### config.mk
export PLATFORM = sky130hd
export DESIGN_NAME = counter_compare_output_irq
export DESIGN_NICKNAME = d
export VERILOG_FILES = /design/src/rtl/counter_compare_pkg.sv /design/src/rtl/counter_compare_output_irq.sv /design/src/rtl/input_pulse_filter.sv
export SDC_FILE = /design/constraint.sdc
export NUM_CORES = 1
export LEC_CHECK = 0
export ABC_CLOCK_PERIOD_IN_PS = 5160
export BUFFER_PORTS_ARGS = -buffer_cell sky130_fd_sc_hd__buf_2
export CORE_UTILIZATION = 38
export CTS_CLUSTER_SIZE = 12
export DETAILED_ROUTE_END_ITERATION = 8
export GPL_ROUTABILITY_DRIVEN = 0
export GPL_TIMING_DRIVEN = 0
export PLACE_DENSITY_LB_ADDON = 0.1
export SYNTH_ARGS = -nofsm -noshare
export SYNTH_HDL_FRONTEND = slang
export SYNTH_SLANG_ARGS = --single-unit
export TNS_END_PERCENT = 20
### constraint.sdc
create_clock -name clock -period 5.16 [get_ports clock]
set_input_delay 1.548 -clock clock [delete_from_list [all_inputs] [get_ports clock]]
set_output_delay 1.548 -clock clock [all_outputs]
set_load 0.01 [all_outputs]
### src/rtl/counter_compare_pkg.sv
// Constants of the counter compare, output and interrupt stage.
// Assumes a 10 MHz module clock and word-wide AHB-Lite access.
package counter_compare_pkg;

  // ----------------------------------------------------------------
  // Register map and fields
  // ----------------------------------------------------------------
  localparam logic [7:0] ADDR_CONTROL    = 8'h00;
  localparam logic [7:0] ADDR_COMPARE    = 8'h04;
  localparam logic [7:0] ADDR_HYSTERESIS = 8'h08;
  localparam logic [7:0] ADDR_PULSE_LEN  = 8'h0c;
  localparam logic [7:0] ADDR_IRQ_ENABLE = 8'h10;
  localparam logic [7:0] ADDR_IRQ_STATUS = 8'h14;
  localparam logic [7:0] ADDR_IRQ_MASK   = 8'h18;
  localparam logic [7:0] ADDR_STATE      = 8'h1c;
  localparam int CTL_MODE_LSB   = 0;
  localparam int CTL_LE_BIT     = 2;
  localparam int CTL_DIR_LSB    = 3;
  localparam int CTL_SWGATE_BIT = 5;
  localparam int CTL_HWGATE_BIT = 6;
  localparam int CTL_MANUAL_BIT = 7;
  localparam int CTL_FREQ_LSB   = 8;
  localparam logic [10:0] CONTROL_RESET = 11'h500;
  localparam logic [31:0] COMPARE_RESET = 32'h0000_0000;
  localparam logic [7:0]  BYTE_RESET    = 8'h00;
  localparam logic [4:0]  IRQ_RESET     = 5'h00;
  localparam int IRQ_GATE_OPEN  = 0;
  localparam int IRQ_GATE_CLOSE = 1;
  localparam int IRQ_COMPARE    = 2;
  localparam int IRQ_OVERFLOW   = 3;
  localparam int IRQ_UNDERFLOW  = 4;
  localparam int HARDWARE_GATE_INPUT_CHANNEL = 3;
  localparam logic [7:0] HYST_OFF_MAX = 8'h01;

  typedef enum logic [1:0] {MODE_NONE, MODE_COMPARATOR, MODE_PULSE}
    out_mode_type;
  typedef enum logic [1:0] {DIR_NONE, DIR_UP, DIR_DOWN} main_dir_type;

  // ----------------------------------------------------------------
  // Timing
  // ----------------------------------------------------------------
  localparam int CLOCK_MHZ         = 10;
  localparam int PULSE_STEP_MS     = 2;
  localparam int PULSE_STEP_CYCLES = PULSE_STEP_MS * CLOCK_MHZ * 1000;
  localparam int FILT_NS_1K   = 400000;
  localparam int FILT_NS_2K   = 200000;
  localparam int FILT_NS_5K   = 80000;
  localparam int FILT_NS_10K  = 40000;
  localparam int FILT_NS_30K  = 13000;
  localparam int FILT_NS_60K  = 6700;
  localparam int FILT_NS_100K = 4000;

  // Least accepted pulse in cycles, rounded up.
  function automatic logic [11:0] ns_cycles(input int ns);
    return 12'((ns * CLOCK_MHZ + 999) / 1000);
  endfunction : ns_cycles

  // Maps the input frequency setting to its least pulse in cycles.
  function automatic logic [11:0] filter_cycles(input logic [2:0] sel);
    case (sel)
      3'h0:    return ns_cycles(FILT_NS_1K);
      3'h1:    return ns_cycles(FILT_NS_2K);
      3'h2:    return ns_cycles(FILT_NS_5K);
      3'h3:    return ns_cycles(FILT_NS_10K);
      3'h4:    return ns_cycles(FILT_NS_30K);
      3'h6:    return ns_cycles(FILT_NS_100K);
      default: return ns_cycles(FILT_NS_60K);
    endcase
  endfunction : filter_cycles

endpackage : counter_compare_pkg

### src/rtl/counter_compare_output_irq.sv
// Compare, output and interrupt stage of one counter channel.
// Assumes a counter core supplying the count and limit events, and an
// AHB-Lite master for configuration.
//
// Implementation choices: the AHB-Lite slave port and the register addresses.
`timescale 1ns/10ps
module counter_compare_output_irq
  import counter_compare_pkg::*;
#(
  parameter int channel_number    = HARDWARE_GATE_INPUT_CHANNEL,
  parameter int pulse_step_cycles = PULSE_STEP_CYCLES
) (
  input  wire logic        clock,
  input  wire logic        nrst,
  input  wire logic        hsel,
  input  wire logic [31:0] haddr,
  input  wire logic [1:0]  htrans,
  input  wire logic        hwrite,
  input  wire logic [2:0]  hsize,
  input  wire logic [31:0] hwdata,
  input  wire logic        hready,
  output logic      [31:0] hrdata,
  output logic             hreadyout,
  output logic             hresp,
  input  wire logic [31:0] count_value,
  input  wire logic        count_overflow,
  input  wire logic        count_underflow,
  input  wire logic        hardware_gate_input,
  output logic             channel_output,
  output logic             compare_status_flag,
  output logic             count_enable,
  output logic      [4:0]  process_irq_pulse,
  output logic             irq
);

  // ----------------------------------------------------------------
  // Declarations
  // ----------------------------------------------------------------
  logic [10:0] control_reg;
  logic [31:0] compare_reg;
  logic [7:0]  hysteresis_reg;
  logic [7:0]  pulse_len_reg;
  logic [4:0]  irq_enable_reg;
  logic [4:0]  irq_status_reg;
  logic [4:0]  irq_mask_reg;
  logic        wr_pend_reg;
  logic [7:0]  wr_addr_reg;
  logic [31:0] prev_count_reg;
  logic        prev_at_cmp_reg;
  logic        cond_reg;
  logic        zero_hold_reg;
  logic        pulse_active_reg;
  logic [15:0] pre_cnt_reg;
  logic [7:0]  step_cnt_reg;
  logic [7:0]  pulse_len_q_reg;
  logic        gate_prev_reg;
  logic        gate_level;

  // Sign-extends a count so that offsets by the hysteresis cannot wrap.
  function automatic logic signed [33:0] widen(input logic [31:0] v);
    return {{2{v[31]}}, v};
  endfunction : widen

  // ----------------------------------------------------------------
  // AHB-Lite slave
  // ----------------------------------------------------------------
  logic        addr_phase;
  logic        addr_mapped;
  logic [31:0] read_mux;
  logic        wr_ctrl;
  logic        wr_cmp;
  logic        wr_hyst;
  logic        wr_len;
  logic        wr_ien;
  logic        wr_ists;
  logic        wr_imask;
  logic [31:0] state_word;

  // Zero wait states; unmapped addresses read zero and ignore writes.
  assign addr_phase  = hsel && htrans[1] && hready;
  assign addr_mapped = haddr[31:8] == 24'h00_0000;
  assign wr_ctrl  = wr_pend_reg && wr_addr_reg == ADDR_CONTROL;
  assign wr_cmp   = wr_pend_reg && wr_addr_reg == ADDR_COMPARE;
  assign wr_hyst  = wr_pend_reg && wr_addr_reg == ADDR_HYSTERESIS;
  assign wr_len   = wr_pend_reg && wr_addr_reg == ADDR_PULSE_LEN;
  assign wr_ien   = wr_pend_reg && wr_addr_reg == ADDR_IRQ_ENABLE;
  assign wr_ists  = wr_pend_reg && wr_addr_reg == ADDR_IRQ_STATUS;
  assign wr_imask = wr_pend_reg && wr_addr_reg == ADDR_IRQ_MASK;
  assign state_word = {27'h000_0000, count_enable, pulse_active_reg,
                       gate_level, channel_output, compare_status_flag};
  assign read_mux =
      !addr_mapped                   ? 32'h0000_0000
    : haddr[7:0] == ADDR_CONTROL    ? {21'h00_0000, control_reg}
    : haddr[7:0] == ADDR_COMPARE    ? compare_reg
    : haddr[7:0] == ADDR_HYSTERESIS ? {24'h00_0000, hysteresis_reg}
    : haddr[7:0] == ADDR_PULSE_LEN  ? {24'h00_0000, pulse_len_reg}
    : haddr[7:0] == ADDR_IRQ_ENABLE ? {27'h000_0000, irq_enable_reg}
    : haddr[7:0] == ADDR_IRQ_STATUS ? {27'h000_0000, irq_status_reg}
    : haddr[7:0] == ADDR_IRQ_MASK   ? {27'h000_0000, irq_mask_reg}
    : haddr[7:0] == ADDR_STATE      ? state_word
    : 32'h0000_0000;

  // Bus phase tracking and read data.
  always_ff @(posedge clock or negedge nrst) begin
    if (!nrst) begin
      wr_pend_reg <= 1'b0;
      wr_addr_reg <= 8'h00;
      hrdata      <= 32'h0000_0000;
      hreadyout   <= 1'b0;
      hresp       <= 1'b0;
    end else begin
      wr_pend_reg <= addr_phase && hwrite && addr_mapped;
      wr_addr_reg <= haddr[7:0];
      hrdata      <= (addr_phase && !hwrite) ? read_mux : 32'h0000_0000;
      hreadyout   <= 1'b1;
      hresp       <= 1'b0;
    end
  end

  // Configuration registers; interrupt sources start disabled.
  always_ff @(posedge clock or negedge nrst) begin
    if (!nrst) begin
      control_reg    <= CONTROL_RESET;
      compare_reg    <= COMPARE_RESET;
      hysteresis_reg <= BYTE_RESET;
      pulse_len_reg  <= BYTE_RESET;
      irq_enable_reg <= IRQ_RESET;
      irq_mask_reg   <= IRQ_RESET;
    end else begin
      if (wr_ctrl) control_reg <= hwdata[10:0];
      if (wr_cmp) compare_reg <= hwdata;
      if (wr_hyst) hysteresis_reg <= hwdata[7:0];
      if (wr_len) pulse_len_reg <= hwdata[7:0];
      if (wr_ien) irq_enable_reg <= hwdata[4:0];
      if (wr_imask) irq_mask_reg <= hwdata[4:0];
    end
  end

  // ----------------------------------------------------------------
  // Control decode and gate
  // ----------------------------------------------------------------
  out_mode_type mode;
  main_dir_type main_dir;
  logic         is_none;
  logic         is_comp;
  logic         is_pulse;
  logic         software_gate_bit;
  logic         gate_ch;
  logic         gate_rise;
  logic         gate_fall;
  logic         count_enable_next;

  assign mode     = out_mode_type'(control_reg[CTL_MODE_LSB +: 2]);
  assign main_dir = main_dir_type'(control_reg[CTL_DIR_LSB +: 2]);
  assign is_none  = mode == MODE_NONE;
  assign is_comp  = mode == MODE_COMPARATOR;
  assign is_pulse = mode == MODE_PULSE;
  assign software_gate_bit  = control_reg[CTL_SWGATE_BIT];
  assign gate_ch  = channel_number == HARDWARE_GATE_INPUT_CHANNEL;

  // The gate input passes the same frequency limit as the count inputs.
  input_pulse_filter u_gate_filter (
    .clock      (clock),
    .nrst       (nrst),
    .raw_in     (hardware_gate_input),
    .min_cycles (filter_cycles(control_reg[CTL_FREQ_LSB +: 3])),
    .level_out  (gate_level)
  );

  // Gate edges count only on the gate channel with the software gate open.
  assign gate_rise = gate_ch && software_gate_bit && gate_level && !gate_prev_reg;
  assign gate_fall = gate_ch && software_gate_bit && !gate_level && gate_prev_reg;
  assign count_enable_next = software_gate_bit && (!(gate_ch
    && control_reg[CTL_HWGATE_BIT]) || gate_level);

  // ----------------------------------------------------------------
  // Comparator with hysteresis
  // ----------------------------------------------------------------
  logic signed [33:0] cnt_w;
  logic signed [33:0] cmp_w;
  logic signed [33:0] hyst_w;
  logic               raw_cond;
  logic               release_cond;
  logic               cond_next;
  logic               at_cmp;
  logic               reach_hit;
  logic               moved_up;
  logic               moved_down;
  logic               reach_ok;
  logic               zero_hold_next;

  assign cnt_w  = widen(count_value);
  assign cmp_w  = widen(compare_reg);
  assign hyst_w = (hysteresis_reg > HYST_OFF_MAX)
                ? {26'h000_0000, hysteresis_reg} : 34'sh0_0000_0000;
  assign raw_cond = control_reg[CTL_LE_BIT] ? cnt_w <= cmp_w
                                            : cnt_w >= cmp_w;
  // Once set, the condition holds until the count leaves the band.
  assign release_cond = control_reg[CTL_LE_BIT]
                      ? cnt_w > cmp_w + hyst_w : cnt_w < cmp_w - hyst_w;
  assign cond_next = is_comp && (cond_reg ? !release_cond : raw_cond);

  // Reaching the value is its first sample; direction from the step.
  assign at_cmp     = count_value == compare_reg;
  assign reach_hit  = at_cmp && !prev_at_cmp_reg;
  assign moved_up   = cnt_w > widen(prev_count_reg);
  assign moved_down = cnt_w < widen(prev_count_reg);
  assign reach_ok   = reach_hit && (main_dir == DIR_NONE
                    || (main_dir == DIR_UP && moved_up)
                    || (main_dir == DIR_DOWN && moved_down));
  assign zero_hold_next = is_pulse && pulse_len_reg == 8'h00
                        && at_cmp && (reach_ok || zero_hold_reg);

  // ----------------------------------------------------------------
  // Pulse timer
  // ----------------------------------------------------------------
  logic        pulse_start;
  logic        pre_last;
  logic        pulse_end;
  logic        pulse_active_next;
  logic [15:0] pre_cnt_next;
  logic [7:0]  step_cnt_next;
  logic [7:0]  pulse_len_q_next;

  // A running pulse is never restarted by a second reach.
  assign pulse_start = is_pulse && reach_ok && !pulse_active_reg
                     && pulse_len_reg != 8'h00;
  assign pre_last  = pre_cnt_reg == 16'(pulse_step_cycles - 1);
  assign pulse_end = pulse_active_reg && pre_last
                   && step_cnt_reg == pulse_len_q_reg - 8'h01;
  assign pulse_active_next = pulse_start || (pulse_active_reg && !pulse_end);
  assign pre_cnt_next  = (!pulse_active_reg || pre_last) ? 16'h0000
                       : pre_cnt_reg + 16'h0001;
  assign step_cnt_next = !pulse_active_reg ? 8'h00
                       : pre_last ? step_cnt_reg + 8'h01 : step_cnt_reg;
  assign pulse_len_q_next = pulse_start ? pulse_len_reg
                          : pulse_len_q_reg;

  // ----------------------------------------------------------------
  // Output, flag and interrupts
  // ----------------------------------------------------------------
  logic       out_next;
  logic       flag_next;
  logic       cmp_event;
  logic [4:0] irq_event;
  logic [4:0] irq_clear;
  logic [4:0] irq_status_next;

  assign out_next = is_none ? control_reg[CTL_MANUAL_BIT]
                  : is_comp ? cond_next
                  : is_pulse && (pulse_active_next || zero_hold_next);
  assign flag_next = !is_none && out_next;
  assign cmp_event = (is_comp && cond_next && !cond_reg)
                   || (is_pulse && reach_ok);
  assign irq_event = irq_enable_reg & {count_underflow,
                     count_overflow, cmp_event,
                     gate_fall, gate_rise};
  assign irq_clear = wr_ists ? hwdata[4:0] : 5'h00;
  // A new event wins over a clear in the same cycle.
  assign irq_status_next = (irq_status_reg & ~irq_clear) | irq_event;

  // Comparator, pulse and output state.
  always_ff @(posedge clock or negedge nrst) begin
    if (!nrst) begin
      prev_count_reg      <= 32'h0000_0000;
      prev_at_cmp_reg     <= 1'b0;
      cond_reg            <= 1'b0;
      zero_hold_reg       <= 1'b0;
      pulse_active_reg    <= 1'b0;
      pre_cnt_reg         <= 16'h0000;
      step_cnt_reg        <= 8'h00;
      pulse_len_q_reg     <= 8'h00;
      channel_output      <= 1'b0;
      compare_status_flag <= 1'b0;
    end else begin
      prev_count_reg      <= count_value;
      prev_at_cmp_reg     <= at_cmp;
      cond_reg            <= cond_next;
      zero_hold_reg       <= zero_hold_next;
      pulse_active_reg    <= pulse_active_next;
      pre_cnt_reg         <= pre_cnt_next;
      step_cnt_reg        <= step_cnt_next;
      pulse_len_q_reg     <= pulse_len_q_next;
      channel_output      <= out_next;
      compare_status_flag <= flag_next;
    end
  end

  // Gate history, count enable and interrupt outputs.
  always_ff @(posedge clock or negedge nrst) begin
    if (!nrst) begin
      gate_prev_reg     <= 1'b0;
      count_enable      <= 1'b0;
      process_irq_pulse <= 5'h00;
      irq_status_reg    <= IRQ_RESET;
      irq               <= 1'b0;
    end else begin
      gate_prev_reg     <= gate_level;
      count_enable      <= count_enable_next;
      process_irq_pulse <= irq_event;
      irq_status_reg    <= irq_status_next;
      irq               <= |(irq_status_next & irq_mask_reg);
    end
  end
endmodule : counter_compare_output_irq

### src/rtl/input_pulse_filter.sv
// Pulse filter for a field input: rejects pulses shorter than a limit.
// Assumes the raw input is synchronous to the module clock.
`timescale 1ns/10ps
module input_pulse_filter (
  input  wire logic        clock,
  input  wire logic        nrst,
  input  wire logic        raw_in,
  input  wire logic [11:0] min_cycles,
  output logic             level_out
);

  logic [11:0] stable_cnt_reg;
  logic [11:0] stable_cnt_next;
  logic        level_next;
  logic        differs;
  logic        long_enough;

  // The new level is taken once it has stood for the least pulse.
  assign differs         = raw_in != level_out;
  assign long_enough     = stable_cnt_reg >= min_cycles - 12'h001;
  assign level_next      = (differs && long_enough) ? raw_in : level_out;
  assign stable_cnt_next = (!differs || long_enough) ? 12'h000
                         : stable_cnt_reg + 12'h001;

  // Filter state.
  always_ff @(posedge clock or negedge nrst) begin
    if (!nrst) begin
      stable_cnt_reg <= 12'h000;
      level_out      <= 1'b0;
    end else begin
      stable_cnt_reg <= stable_cnt_next;
      level_out      <= level_next;
    end
  end
endmodule : input_pulse_filter

Word-level counts from Yosys, hierarchy flattened. Index checks and enable logic that the tools add are counted.

Register bits: 207. Input port bits: 109. Output and inout bits: 43. Word-level logic and storage cells: 161.

$add $sub $neg: 7. Order comparisons: 8. Equality and inequality tests: 27. Mux-type cells: 22. Bitwise logic cells: 5. Reductions and logical operators: 65.

Operator list (number): two-way mux 32 bit (4); case mux 12 bit (6 select lines) (1); equality test 8 x 5 -> 1 bit (second input constant) (7); two-way mux 8 bit (5); logical AND 1 bit (36); adder 32 x 9 -> 33 bit (1); > comparator 32 x 33 -> 1 bit (1); < comparator 32 x 33 -> 1 bit (1); subtractor 32 x 9 -> 33 bit (1); equality test 32 bit (1); equality test 8 x 4 -> 1 bit (second input constant) (4); greater-or-equal comparator 32 bit (1); > comparator 32 bit (1); <= comparator 32 bit (1); < comparator 32 bit (1); two-way mux 5 bit (5); zero test 24 bit (1); zero test 8 bit (3); adder 16 x 1 -> 16 bit (second input constant) (1); equality test 16 x 15 -> 1 bit (second input constant) (1); equality test 8 x 3 -> 1 bit (second input constant) (2); two-way mux 16 bit (1); bitwise AND 5 bit (3); adder 12 x 1 -> 12 bit (second input constant) (1); other kinds (23) (50).

Logic depth before layout (Yosys ltp).
Depth after elaboration: 15. Depth in mapped cells: 24. Depth with buffers taken out: 24.

Hierarchy. From an unflattened synthesis, not the netlist that was laid out.

Cells, all modules: 1397. Area total of the unflattened synthesis: 13549.2 µm².

By module, submodules not included: counter_compare_output_irq (times used 1, cells each 1279, area an instance 12479.5 µm², sequential area each 4857.2 µm²); input_pulse_filter (times used 1, cells each 118, area an instance 1069.8 µm², sequential area each 325.3 µm²).

Least setup slack after synthesis. Ideal clock, no wire load.

Path type: register -> register. Start: register hysteresis_reg[7]. End: register compare_status_flag. Setup time: 0.135 ns. Arrival: 4.320 ns. Required time: 5.025 ns. Path slack: 0.704 ns. Stages on the path, launching flop included: 25. Path buffers: 0. Clock period less this slack: 4.456 ns. Path through: dfrtp_1 > nor3_1 > a21boi_0 > ha_1 > inv_1 > fa_1 > o21bai_1 > a21oi_1 > o21bai_1 > a21oi_1 > o21bai_1 > a21o_1 > nand3_1 > nor3_1 > xnor2_1 > ha_1 > a21o_1 > nand3_1 > a21oi_1 > o31a_1 > a2111oi_0 > xnor2_1 > o2111ai_1 > and2_1 > o311ai_1.

Longest elaborated chain between the ends: 11. Elaborated cells on any way between the ends: 13. Those cells by class: add/sub (2); order compare (3); mux (5); reduce/logical (3).

Ends and longest elaborated chain: from (decl) (RTL line counter_compare_output_irq.sv:41) `logic [7:0] hysteresis_reg;`; from (signal assigned) (RTL line counter_compare_output_irq.sv:132) `if (wr_hyst) hysteresis_reg <= hwdata[7:0];`; > comparator 8 x 1 -> 1 bit (RTL line counter_compare_output_irq.sv:194) `assign hyst_w = (hysteresis_reg > HYST_OFF_MAX)`; two-way mux 8 bit * (RTL line counter_compare_output_irq.sv:195) `? {26'h000_0000, hysteresis_reg} : 34'sh0_0000_0000;`; subtractor 32 x 9 -> 33 bit or adder 32 x 9 -> 33 bit (tied branches) (RTL line counter_compare_output_irq.sv:200) `? cnt_w > cmp_w + hyst_w : cnt_w < cmp_w - hyst_w;`; < comparator 32 x 33 -> 1 bit or > comparator 32 x 33 -> 1 bit (tied branches) (RTL line counter_compare_output_irq.sv:200); two-way mux 1 bit * (RTL line counter_compare_output_irq.sv:200); zero test 1 bit * (RTL line counter_compare_output_irq.sv:201) `assign cond_next = is_comp && (cond_reg ? !release_cond : raw_cond);`; two-way mux 1 bit * (RTL line counter_compare_output_irq.sv:201); logical AND 1 bit * (RTL line counter_compare_output_irq.sv:201); two-way mux 1 bit * (RTL line counter_compare_output_irq.sv:250) `: is_comp ? cond_next`; two-way mux 1 bit * (RTL line counter_compare_output_irq.sv:249) `assign out_next = is_none ? control_reg[CTL_MANUAL_BIT]`; logical AND 1 bit * (RTL line counter_compare_output_irq.sv:252) `assign flag_next = !is_none && out_next;`; net flag_next (RTL line counter_compare_output_irq.sv:243) `logic flag_next;`; to (signal assigned) (RTL line counter_compare_output_irq.sv:285) `compare_status_flag <= flag_next;`; to (decl) (RTL line counter_compare_output_irq.sv:30) `output logic compare_status_flag,`.

The timed path passes the listed nets; every way through them passes the cells marked *. A chain may end at the register's enable or synchronous reset.

Final worst setup path.
Start: register hysteresis_reg[7]. End: register channel_output.

Longest elaborated chain between the ends: 10. Elaborated cells on any way between the ends: 12. Those cells by class: add/sub (2); order compare (3); mux (5); reduce/logical (2).

Ends and longest elaborated chain: > comparator 8 x 1 -> 1 bit (RTL line counter_compare_output_irq.sv:194); two-way mux 8 bit * (RTL line counter_compare_output_irq.sv:195); subtractor 32 x 9 -> 33 bit or adder 32 x 9 -> 33 bit (tied branches) (RTL line counter_compare_output_irq.sv:200); < comparator 32 x 33 -> 1 bit or > comparator 32 x 33 -> 1 bit (tied branches) (RTL line counter_compare_output_irq.sv:200); two-way mux 1 bit * (RTL line counter_compare_output_irq.sv:200); zero test 1 bit * (RTL line counter_compare_output_irq.sv:201); two-way mux 1 bit * (RTL line counter_compare_output_irq.sv:201); logical AND 1 bit * (RTL line counter_compare_output_irq.sv:201); two-way mux 1 bit * (RTL line counter_compare_output_irq.sv:250); two-way mux 1 bit * (RTL line counter_compare_output_irq.sv:249); net out_next (RTL line counter_compare_output_irq.sv:242) `logic out_next;`; to (signal assigned) (RTL line counter_compare_output_irq.sv:284) `channel_output <= out_next;`; to (decl) (RTL line counter_compare_output_irq.sv:29) `output logic channel_output,`.

Marks and branches as above.

==> qor.yml <==
status:
  status: "completed"
timing:
  hold_ws_ns: 0.489
  fin_crit_sh_pct: 94.6
  worst_slew_pin_slew_ns: 1.02
  setup_violations: 0
  fin_crit_ns: 4.88
  fmax_mhz: 205
  slew_headroom_pct: 31.2
  maxSlewViolCount: 0
  clock_skew_ns: 0.0210
  setup_slack_ns: 0.277
  hold_viol: 0
power_and_ir_drop:
  power.internal_mw: 2.92
  netSwitchingFraction_pct: 23.7
  switchingPower_mw: 0.904
  leakage_nw: 7.64
  pwr-share-seq_pct: 43.8
  p_per_area_nw_per_um2: 246
  combinationalPowerShare_pct: 7.9
  vdd_drop_max_v: 0.000219
  clockPowerShare_pct: 48.3
  report.power.total_mw: 3.82
setup_path:
  cp-start-kind: "flop"
  worst_setup_path_end_kind: "flop"
  crit_fanout: 5
  arrival_ns: 5.27
  path_class: "flop to flop"
  critical_path_required_ns: 5.54
final_layout:
  multi_input_area_um2: 7460
  final_nets: 1808
  final_cell_area_um2: 15500
  nFillCells: 3288
  fin_cells: 2002
  diodes: 0
  drive_gt1_share_pct: 18.3
  seqCellArea_um2: 5180
  syn_to_final_growth_pct: 18.9
die:
  die_y_um: 187
  fp-row-count: 67
  start_util_pct: 38.8
  fp.dieW_um: 187
  dieArea_um2: 35100
  boundaryPins: 152
  fp.coreArea_um2: 33700
place:
  dp_hpwl_mm: 27.6
  placed_cells: 1942
  dpl_cell_area_um2: 14400
  place_ws_ns: -1.04
  port_buffers: 146
global_routing:
  grt_pass1_vias: 10400
  overflow: 0
  grt_pass1_wl_mm: 57.0
  grt_usage_pct: 20.4
  grt_max_degree: 113
  antenna_found_initial: 1
clock_network:
  clk-insertion-delay-late_ns: 0.54
  cts_tree: "built"
  clk_pin_slew_ns: 0.06
  cts_buffer_depth: 3
  clockRootBuffer: "clkbuf_16"
  cts_hold_buffers: 0
  numClockSinks: 207
  cts_buffers: 25
  h-tree-depth: 1
flow_run:
  max_cap_viol_count: 0
detailed_routing:
  wirelength_mm: 35.5
  drtIter0Drc: 536
  routedWlPerCell_um: 17.7
  vias: 10400
  final_antenna_net_count: 0
  route.detailed.drc: 0
  via_per_inst: 5.19
  firstDrtPassIters: 4
synth:
  synth_largest_area_cell: "dfrtp_1"
  synth-async-reset-ratio_pct: 100
  yosys.cell_count.top_type: "dfrtp_1"
  synth_edf_count: 0
  synth_top_flop_cell: "dfrtp_1"
  ys_warn_count: 0
  synth_top_area_share_pct: 39.3
  ys_seq_area_share_pct: 39.7
  syn_area_per_cell_um2: 9.71
  ys_ff_latch: 207
  synth_top_cells_by_area: "dfrtp_1, ha_1, xnor2_1, nand2_1, mux2_2"
  synthTopCellsByCount: "dfrtp_1, ha_1, nand2_1"
  syn_inst: 1346
  synthDistinctLibCells: 66
  syn_nets: 1619
  netlist_area_um2: 13100
min_path:
  hold_path.class: "flop to flop"
-- metal layers --
layer  track usage (%)  vias up  wire [um]
met3              2.89       32       1330
li1                  -     5139          -
met1              28.4     5033      17100
met4              3.50        2        506
met5                 0        -         10
met2              34.0      186      16500
-- area by class of cell --
type	instances	area share, %
clock buffer	39	5.08
sequential	207	33.4
inverter	106	2.56
clock inverter	7	0.588
buffer	40	1.04
timing repair buffer	162	5.70
tap	448	3.61
multi-input combinational	993	48.1
-- stage by stage --
step / utilization (%) / TNS (ns)
2_1_floorplan: - / 0
3_3_place_gp: 42.6 / -255.98
3_5_place_dp: 42.8 / -3.00
4_1_cts: 45.6 / 0
5_1_grt: 46.1 / -0.0450
6_report: 46.1 / 0
-- critical path: stages, from the launching register on --
cell and delay (ns):
dfrtp_2 0.42, nor3_2 0.07, a21boi_2 0.18, ha_1 0.19
inv_1 0.06, fa_1 0.39, o21bai_1 0.20, a21oi_2 0.10
o21bai_1 0.13, a21oi_1 0.12, o21bai_1 0.15, a21o_2 0.24
nand3_4 0.14, nor4_1 0.29, xnor2_1 0.12, ha_1 0.30
nand4_1 0.15, nor3_2 0.28, nand2_2 0.13, nor4_4 0.32
a2111oi_2 0.13, xnor2_1 0.14, o2111ai_1 0.18, and2_4 0.19
nand3_1 0.10
-- final timing paths --
kind	from	end	slack, ns	cells past startpoint
min in group asynchronous	nrst	pre_cnt_reg[3]$_DFF_PN0_	1.05	1
hold reg to reg	pre_cnt_reg[0]$_DFF_PN0_	pre_cnt_reg[0]$_DFF_PN0_	0.49	1
setup / recovery	hysteresis_reg[7]$_DFFE_PN0P_	channel_output$_DFF_PN0_	0.28	24
max in group asynchronous	nrst	hysteresis_reg[7]$_DFFE_PN0P_	3.07	2
setup reg to reg	hysteresis_reg[7]$_DFFE_PN0P_	channel_output$_DFF_PN0_	0.28	24
hold / removal	pre_cnt_reg[0]$_DFF_PN0_	pre_cnt_reg[0]$_DFF_PN0_	0.49	1
-- timing repair --
item	CTS	global route
setup endpoints to repair	3	3
resized for setup	13	21
buffers inserted	2	12
pin swaps	4	12
-- power by group through the flow --
stage	Sequential (mW)	Clock, mW	Combinational [mW]
floorplan	1.70	0	0.147
global placement	1.70	0	0.294
detailed placement	1.70	0	0.303
CTS	1.67	1.90	0.306
global route	1.68	1.96	0.346
finish	1.67	1.85	0.302
-- cells in the final DEF (no fill, tap or decap), types with 5 or more instances in the layout --
cell,synthesis,final
a21boi_0,9,7
a21o_1,33,32
a21oi_1,64,63
a221oi_1,5,5
and2_1,16,15
and3_1,9,9
buf_2,0,145
buf_4,1,15
clkbuf_1,37,40
clkbuf_16,0,25
clkbuf_8,0,11
clkinv_1,5,5
dfrtp_1,205,204
ha_1,162,162
inv_1,100,100
mux2_2,37,37
mux2i_1,16,16
mux4_2,8,8
nand2_1,116,114
nand2b_1,11,11
nand3_1,34,33
nand4_1,38,38
nor2_1,72,72
nor2b_1,9,9
nor3_1,57,53
nor4_1,23,20
o21a_1,7,6
o21ai_0,76,72
o21bai_1,5,5
or3_1,15,15
or4_1,5,5
xnor2_1,78,78
xor2_1,22,22
-- cell families after synthesis --
group | Yosys count | synth area share (%)
buffers and inverters | 146 | 4.28
flip-flops | 207 | 39.7
AND/OR/NAND/NOR | 431 | 16.7
XOR/XNOR | 100 | 6.70
other | 2 | 0.0575
AO/OA/AOI/OAI | 235 | 11.0
multiplexers | 61 | 5.79
adder cells (fa/ha/maj) | 164 | 15.8
No activity file was read; power rests on OpenSTA's default activity.
